==> src/scs_pkg.sv <==
// Constants, register map and types for the spare-bit change status block
package scs_pkg;

  localparam int ADDR_W = 16;
  localparam int DATA_W = 8;
  localparam int FLAG_W = 8;
  localparam int NIB_W  = 4;

  localparam logic [ADDR_W-1:0] ADDR_STATUS = 16'h0B0C;
  localparam logic [ADDR_W-1:0] ADDR_ENABLE = 16'h0B0D;
  localparam logic [ADDR_W-1:0] ADDR_CLEAR  = 16'h0B0E;
  localparam logic [ADDR_W-1:0] ADDR_LEVEL  = 16'h0B0F;

  localparam int BIT_ALL_ONES  = 7;
  localparam int BIT_PATTERN_E = 6;
  localparam int BIT_PATTERN_C = 5;
  localparam int BIT_PATTERN_A = 4;
  localparam int BIT_PATTERN_8 = 3;
  localparam int BIT_PAT_2OR3  = 2;
  localparam int BIT_OTHER     = 1;
  localparam int BIT_ALL_ZERO  = 0;

  localparam logic [NIB_W-1:0] PAT_ALL_ONES  = 4'hF;
  localparam logic [NIB_W-1:0] PAT_E         = 4'hE;
  localparam logic [NIB_W-1:0] PAT_C         = 4'hC;
  localparam logic [NIB_W-1:0] PAT_A         = 4'hA;
  localparam logic [NIB_W-1:0] PAT_8         = 4'h8;
  localparam logic [NIB_W-1:0] PAT_2OR3      = 4'h2;
  localparam logic [NIB_W-1:0] PAT_2OR3_MASK = 4'hE;
  localparam logic [NIB_W-1:0] PAT_ALL_ZERO  = 4'h0;
  localparam logic [NIB_W-1:0] NIBBLE_RESET  = 4'h0;

  localparam logic [FLAG_W-1:0] STATUS_RESET = 8'h00;
  localparam logic [FLAG_W-1:0] ENABLE_RESET = 8'h00;
  localparam logic [FLAG_W-1:0] FLAGS_NONE   = 8'h00;
  localparam logic [DATA_W-1:0] READ_IDLE    = 8'h00;

  // Level register layout
  localparam int LEVEL_NIB_LSB    = 0;
  localparam int LEVEL_PRIMED_BIT = 4;

  typedef logic [FLAG_W-1:0] scs_flags_type;
  typedef logic [NIB_W-1:0]  scs_nibble_type;

  typedef enum {
    SCS_SEL_NONE,
    SCS_SEL_STATUS,
    SCS_SEL_ENABLE,
    SCS_SEL_CLEAR,
    SCS_SEL_LEVEL
  } scs_sel_type;

endpackage

==> src/scs_change_status.sv <==
// Spare-bit pattern change status, enable and interrupt registers
//
// Chosen here: the address-and-strobe port and the address map.
`timescale 1ns/1ps
//
// Summary of operation
// - Bit 7 sets when the debounced nibble starts or stops being 1111.
// - Bit 6 sets when the debounced nibble starts or stops being 1110.
// - Bit 5 sets when the debounced nibble starts or stops being 1100.
// - Bit 4 sets when the debounced nibble starts or stops being 1010.
// - Bit 3 sets when the debounced nibble starts or stops being 1000.
// - Bit 2 sets when the nibble enters or leaves 001x, last bit ignored.
// - Reading the status register clears all its bits.
// - A bit reads 1 after a change since the last read or clearing write to it, else 0; resets 0.
// - Interrupt asserts for a latched change only when its enable is set.
// - Bit 1 sets on another combination; bit 0 on entering or leaving 0000.
// - Each flag has a read-write enable at the same position, reset 0.
//
module scs_change_status (
  input  wire logic                         clk,
  input  wire logic                         sys_rst,
  input  wire scs_pkg::scs_nibble_type      sa6_nibble,
  input  wire logic [scs_pkg::ADDR_W-1:0]   reg_addr,
  input  wire logic [scs_pkg::DATA_W-1:0]   reg_wdata,
  input  wire logic                         reg_wr,
  input  wire logic                         reg_rd,
  output logic [scs_pkg::DATA_W-1:0]        reg_rdata,
  output logic                              irq
);
  import scs_pkg::*;

  // Decoding shared by the read and write paths
  function automatic scs_sel_type decode(input logic [ADDR_W-1:0] addr);
    scs_sel_type sel;
    sel = SCS_SEL_NONE;
    case (addr)
      ADDR_STATUS: begin
        sel = SCS_SEL_STATUS;
      end
      ADDR_ENABLE: begin
        sel = SCS_SEL_ENABLE;
      end
      ADDR_CLEAR: begin
        sel = SCS_SEL_CLEAR;
      end
      ADDR_LEVEL: begin
        sel = SCS_SEL_LEVEL;
      end
      default: begin
        sel = SCS_SEL_NONE;
      end
    endcase
    return sel;
  endfunction

  scs_flags_type  spare_bit_change_status_reg;
  scs_flags_type  spare_bit_change_enable_reg;
  scs_flags_type  events;
  scs_flags_type  clear_mask;
  scs_flags_type  next_status;
  scs_nibble_type prev_nibble;
  logic           primed;
  scs_sel_type    rd_sel;
  scs_sel_type    wr_sel;
  logic           rd_status;
  logic           wr_enable;
  logic           wr_clear;
  logic [DATA_W-1:0] next_rdata;

  scs_pattern_detect u_detect (
    .clk         (clk),
    .sys_rst     (sys_rst),
    .nibble      (sa6_nibble),
    .events      (events),
    .prev_nibble (prev_nibble),
    .primed      (primed)
  );

  always_comb begin
    rd_sel    = decode(reg_addr);
    wr_sel    = decode(reg_addr);
    rd_status = reg_rd && (rd_sel == SCS_SEL_STATUS);
    wr_enable = reg_wr && (wr_sel == SCS_SEL_ENABLE);
    wr_clear  = reg_wr && (wr_sel == SCS_SEL_CLEAR);
  end

  // A status read wipes every bit; the clear register wipes chosen bits
  always_comb begin
    clear_mask = FLAGS_NONE;
    if (rd_status) begin
      clear_mask = ~FLAGS_NONE;
    end else if (wr_clear) begin
      clear_mask = reg_wdata[FLAG_W-1:0];
    end
  end

  // Set is applied after clear so a same-cycle event survives
  always_comb begin
    next_status = (spare_bit_change_status_reg & ~clear_mask) | events;
  end

  // Flags for 1111, 1110, 1100, 1010, 1000, 001x, other and 0000
  always_ff @(posedge clk or posedge sys_rst) begin
    if (sys_rst) begin
      spare_bit_change_status_reg <= STATUS_RESET;
    end else begin
      spare_bit_change_status_reg <= next_status;
    end
  end

  always_ff @(posedge clk or posedge sys_rst) begin
    if (sys_rst) begin
      spare_bit_change_enable_reg <= ENABLE_RESET;
    end else if (wr_enable) begin
      spare_bit_change_enable_reg <= reg_wdata[FLAG_W-1:0];
    end
  end

  // Read data stands only in the cycle after the strobe
  always_comb begin
    next_rdata = READ_IDLE;
    if (reg_rd) begin
      case (rd_sel)
        SCS_SEL_STATUS: begin
          next_rdata = spare_bit_change_status_reg;
        end
        SCS_SEL_ENABLE: begin
          next_rdata = spare_bit_change_enable_reg;
        end
        SCS_SEL_LEVEL: begin
          next_rdata = READ_IDLE;
          next_rdata[LEVEL_NIB_LSB +: NIB_W] = prev_nibble;
          next_rdata[LEVEL_PRIMED_BIT] = primed;
        end
        default: begin
          // Write-only clear register and holes read as zero
          next_rdata = READ_IDLE;
        end
      endcase
    end
  end

  always_ff @(posedge clk or posedge sys_rst) begin
    if (sys_rst) begin
      reg_rdata <= READ_IDLE;
    end else begin
      reg_rdata <= next_rdata;
    end
  end

  // Level output; clears as soon as the flag or its enable goes
  always_comb begin
    irq = |(spare_bit_change_status_reg & spare_bit_change_enable_reg);
  end
endmodule

==> src/scs_pattern_detect.sv <==
// Classifies the debounced spare nibble and flags pattern entry and exit
`timescale 1ns/1ps
module scs_pattern_detect (
  input  wire logic               clk,
  input  wire logic               sys_rst,
  input  wire scs_pkg::scs_nibble_type nibble,
  output scs_pkg::scs_flags_type  events,
  output scs_pkg::scs_nibble_type prev_nibble,
  output logic                    primed
);
  import scs_pkg::*;

  function automatic scs_flags_type classify(input scs_nibble_type nib);
    scs_flags_type m;
    m = FLAGS_NONE;
    m[BIT_ALL_ONES]  = (nib == PAT_ALL_ONES);
    m[BIT_PATTERN_E] = (nib == PAT_E);
    m[BIT_PATTERN_C] = (nib == PAT_C);
    m[BIT_PATTERN_A] = (nib == PAT_A);
    m[BIT_PATTERN_8] = (nib == PAT_8);
    m[BIT_PAT_2OR3]  = ((nib & PAT_2OR3_MASK) == PAT_2OR3);
    m[BIT_ALL_ZERO]  = (nib == PAT_ALL_ZERO);
    m[BIT_OTHER]     = (m == FLAGS_NONE);
    return m;
  endfunction

  scs_flags_type match_now;
  scs_flags_type match_before;
  scs_flags_type change;

  always_comb begin
    match_now    = classify(nibble);
    match_before = classify(prev_nibble);
    change       = match_now ^ match_before;
  end

  // History of the nibble; no event until one sample is held
  always_ff @(posedge clk or posedge sys_rst) begin
    if (sys_rst) begin
      prev_nibble <= NIBBLE_RESET;
    end else begin
      prev_nibble <= nibble;
    end
  end

  always_ff @(posedge clk or posedge sys_rst) begin
    if (sys_rst) begin
      primed <= 1'b0;
    end else begin
      primed <= 1'b1;
    end
  end

  always_comb begin
    events = FLAGS_NONE;
    if (primed) begin
      events = change;
      // Any move onto an unnamed value counts, even between two of them
      events[BIT_OTHER] = match_now[BIT_OTHER] && (nibble != prev_nibble);
    end
  end

endmodule

==> config.mk <==
export PLATFORM = sky130hd
export DESIGN_NAME = scs_change_status
export DESIGN_NICKNAME = d
export VERILOG_FILES = /design/src/scs_pkg.sv /design/src/scs_change_status.sv /design/src/scs_pattern_detect.sv
export SDC_FILE = /design/constraint.sdc
export NUM_CORES = 1
export LEC_CHECK = 0
export ABC_AREA = 1
export BUFFER_PORTS_ARGS = -buffer_cell sky130_fd_sc_hd__buf_4
export CAP_MARGIN = 20
export CORE_ASPECT_RATIO = 0.6
export CORE_UTILIZATION = 40
export CTS_BUF_LIST = sky130_fd_sc_hd__clkbuf_16
export DETAILED_ROUTE_END_ITERATION = 12
export PLACE_DENSITY_LB_ADDON = 0.3
export SYNTH_ARGS = -nofsm -noshare
export SYNTH_HDL_FRONTEND = slang
export SYNTH_SLANG_ARGS = --single-unit
==> constraint.sdc <==
create_clock -name clk -period 1.5 [get_ports clk]
set_input_delay 0.15 -clock clk [delete_from_list [all_inputs] [get_ports clk]]
set_output_delay 0.15 -clock clk [all_outputs]
set_load 0.02 [all_outputs]
==> flow_summary.rst <==
.. list-table::
   :header-rows: 1

   * - Metric
     - Value
   * - Combinational family with the most area after synthesis
     - simple AND/OR/NAND/NOR gates
   * - Path category of the worst min-delay check
     - in -> reg
   * - Crit end category
     - primary output
   * - Power per cell area
     - ~840 nW/µm²
   * - Biggest cell delay along the critical path
     - between 0.4 and 0.5 ns
   * - Total number of vias
     - 1,692
   * - Sequential fraction of the synthesis area
     - 0.3954
   * - Commonest cells in the synthesized netlist
     - sky130_fd_sc_hd__nand2_1 (41), sky130_fd_sc_hd__dfrtp_1 (29), sky130_fd_sc_hd__nand4_1 (27), sky130_fd_sc_hd__inv_1 (26), sky130_fd_sc_hd__nand3_1 (23)
   * - Residual antenna-violating net count after detailed routing
     - 0
   * - Minimum clock period after layout
     - 1.444 ns
   * - Critical setup path kind
     - reg -> out
   * - Setup-failing EPs final
     - 0
   * - Clock slew at reported path FFs
     - 0.05 ns
   * - Initial antenna violation count
     - 0
   * - Via count of the first global-routing pass
     - 1,476
   * - Cell family with most CP delay
     - flip-flops
   * - Std cell rows
     - 18
   * - Fraction of registers with async set or reset after synthesis
     - 1.000
   * - CP most frequent cell
     - sky130_fd_sc_hd__nand2_1
   * - Post-synth top area cell
     - sky130_fd_sc_hd__dfrtp_1
   * - Worst-path cell chain
     - nand2_1 > nand2_1 > a221oi_1 > nand2_1 > buf_4
   * - Data arrival, critical path
     - 1.29 ns
   * - Xor and xnor area share after synthesis
     - 0.01909
   * - Worst clock skew on the final layout
     - between 0.004 and 0.005 ns
   * - Post-Place Cell Area
     - about 2200 µm²
   * - Number of buffer and inverter stages on the critical path
     - 1
   * - Sum of overflow across all layers after global routing
     - 0
   * - Synthesized Nets
     - around 260
   * - Mux cell area share after synthesis
     - 0
   * - Result of the run
     - finished, final reports clean
   * - Die footprint
     - 4872 µm²
   * - Share of the synthesized area in compound gates (AO/OA/AOI/OAI)
     - 0.09066
   * - Synthesis Warnings
     - 0
   * - Initial detailed-routing violation count
     - approximately 160
   * - Area of the core region
     - 4257 µm²
   * - Mean Syn Cell Area
     - 8.015 µm²
   * - Routed Wire Length
     - 4492 µm
   * - # nets final
     - 307
   * - Count of buffers from port buffering
     - 40
   * - Number of antenna repair diodes
     - 0
   * - Fraction of the core area covered by cells at the end of the flow
     - 0.5509
   * - Avg WL per Cell
     - between 10 and 15 µm
   * - DR DRC count
     - 0
   * - Drt first pass iters
     - 4
   * - Slowest library cell on the worst path
     - sky130_fd_sc_hd__dfrtp_1
   * - Critical Path Start Type
     - register
   * - Clock Latency Late Sink
     - 0.27 ns
   * - Post-synthesis share of cell area spent on and, or, nand and nor gates
     - 0.3974
   * - Clock sink total
     - 29
   * - Final design area excluding fillers
     - roughly 2300 µm²
   * - Horizontal die dimension
     - 89.45 µm
   * - Overall die height
     - approximately 54 µm
   * - Maximum buffer depth of the clock tree
     - 2
   * - Number of enable-type register cells in the synthesized netlist
     - 0
   * - Synthesized-area fraction occupied by adder cells
     - 0
   * - Most used flip-flop cell after synthesis
     - sky130_fd_sc_hd__dfrtp_1
   * - Upper clock frequency limit
     - 692.4 MHz
   * - Buffer type at the clock tree root
     - sky130_fd_sc_hd__clkbuf_16
   * - Share of final-layout standard cells stronger than drive strength 1
     - 0.3152
   * - Deepest level of the CTS H-tree
     - 2
   * - Global-route wire length before repair
     - 7224 µm
   * - Synth top area cells
     - sky130_fd_sc_hd__dfrtp_1 (40%), sky130_fd_sc_hd__nand4_1 (9.2%), sky130_fd_sc_hd__nand2_1 (8.4%)
   * - Peak VDD IR
     - 0.4589 mV
   * - Maximum net fanout on the critical path
     - 3
   * - Unique cell type count in the Yosys netlist
     - 30
   * - Largest net degree at the start of global routing
     - 30
   * - Synth top area share
     - 0.3954
   * - Hold violation count in the final report
     - 0
   * - Effective utilization at floorplan
     - 0.4312
   * - Post-synthesis to final-layout area growth
     - 27.74%
   * - TritonCTS clock tree
     - done
   * - Most repeated cell in the gate-level netlist after synthesis
     - sky130_fd_sc_hd__nand2_1
   * - Count of mapped cells out of synthesis
     - ~230
   * - Number of maximum-capacitance violations
     - 0
   * - Detail-routed via count per cell
     - approximately 5
   * - Required time of the worst setup path
     - around 1.4 ns
   * - Total leakage power
     - 1.089 nW
   * - HPWL after detailed placement
     - 3503 µm
   * - Final period utilization
     - 0.9628
   * - Routability Congestion
     - just under 0.9
   * - Top-level I/O count
     - 41
   * - Count of final max-slew check failures
     - 0
   * - GRT Total Usage
     - 0.2132
   * - Summed instance area of the synthesized netlist
     - approximately 1800 µm²
   * - Register bit total from synthesis
     - 29
   * - Number of CTS-inserted buffers
     - 5
through the flow:
stage	worst slack (ns)	power (W)	hold slack, ns	std cells	setup TNS (ns)
2_1_floorplan	0.2840	0.0009471	0.1814	229	0
3_3_place_gp	0.1566	0.001054	0.2496	324	0
3_5_place_dp	0.1218	0.001057	0.2487	324	0
4_1_cts	0.03531	0.001994	0.02863	333	0
5_1_grt	-0.0006829	0.002072	0.03058	336	-0.0006829
6_report	0.05577	0.001981	0.03639	336	0
routing by layer:
metal | vias up | GRT usage | wire length [µm]
met5 | - | 0 | 0
met4 | 0 | 0.07937 | 49
met3 | 5 | 0.05581 | 371
met2 | 62 | 0.2824 | 1716
met1 | 765 | 0.3243 | 2354
li1 | 860 | - | -
final cells by class:
type,instances,area [µm²]
fill,404,1912
clock buffer,5,125.1
inverter,31,116.4
sequential,29,725.7
clock inverter,3,12.51
tap,60,75.07
multi-input combinational,161,934.6
timing repair buffer,47,355.3
power breakdown:
group	switching, W	internal, W
Clock	0.000332	0.000597
Sequential	0.0000286	0.000803
Combinational	0.000124	0.0000966
Total	0.000484	0.00150
final timing paths:
kind	from	to	slack [ns]	cells after the start
max reg2reg	u_detect.prev_nibble[1]	spare_bit_change_status_reg[7]	0.16	5
min	sa6_nibble[3]	u_detect.prev_nibble[3]	0.04	1
min in group asynchronous	sys_rst	reg_rdata[0]	0.51	4
min reg2reg	spare_bit_change_status_reg[2]	spare_bit_change_status_reg[2]	0.54	2
max	spare_bit_change_enable_reg[5]	irq	0.06	5
max in group asynchronous	sys_rst	spare_bit_change_status_reg[6]	0.72	4
repair_timing:
item	4_1_cts	5_1_grt
gates resized for setup	0	0
buffers inserted	0	3
setup endpoints to repair	0	1
hold endpoints to repair	29	0
hold buffers	1	0
cell families after synthesis:
logic type      count (synthesis)
xor+xnor                        4
simple gates                  135
compound gates                 21
other cells                     1
buf+inv                        39
flops                          29
cells in the final DEF (no fill, tap or decap), types with 5 or more instances in the layout:
cell / instances
sky130_fd_sc_hd__buf_4: 46
sky130_fd_sc_hd__clkbuf_16: 5
sky130_fd_sc_hd__dfrtp_1: 29
sky130_fd_sc_hd__inv_1: 26
sky130_fd_sc_hd__inv_2: 5
sky130_fd_sc_hd__nand2_1: 41
sky130_fd_sc_hd__nand3_1: 23
sky130_fd_sc_hd__nand4_1: 27
sky130_fd_sc_hd__nor2_1: 20
sky130_fd_sc_hd__nor2_4: 5
sky130_fd_sc_hd__nor3_1: 5
sky130_fd_sc_hd__o21ai_2: 8
(Power assumes the default switching activity.)
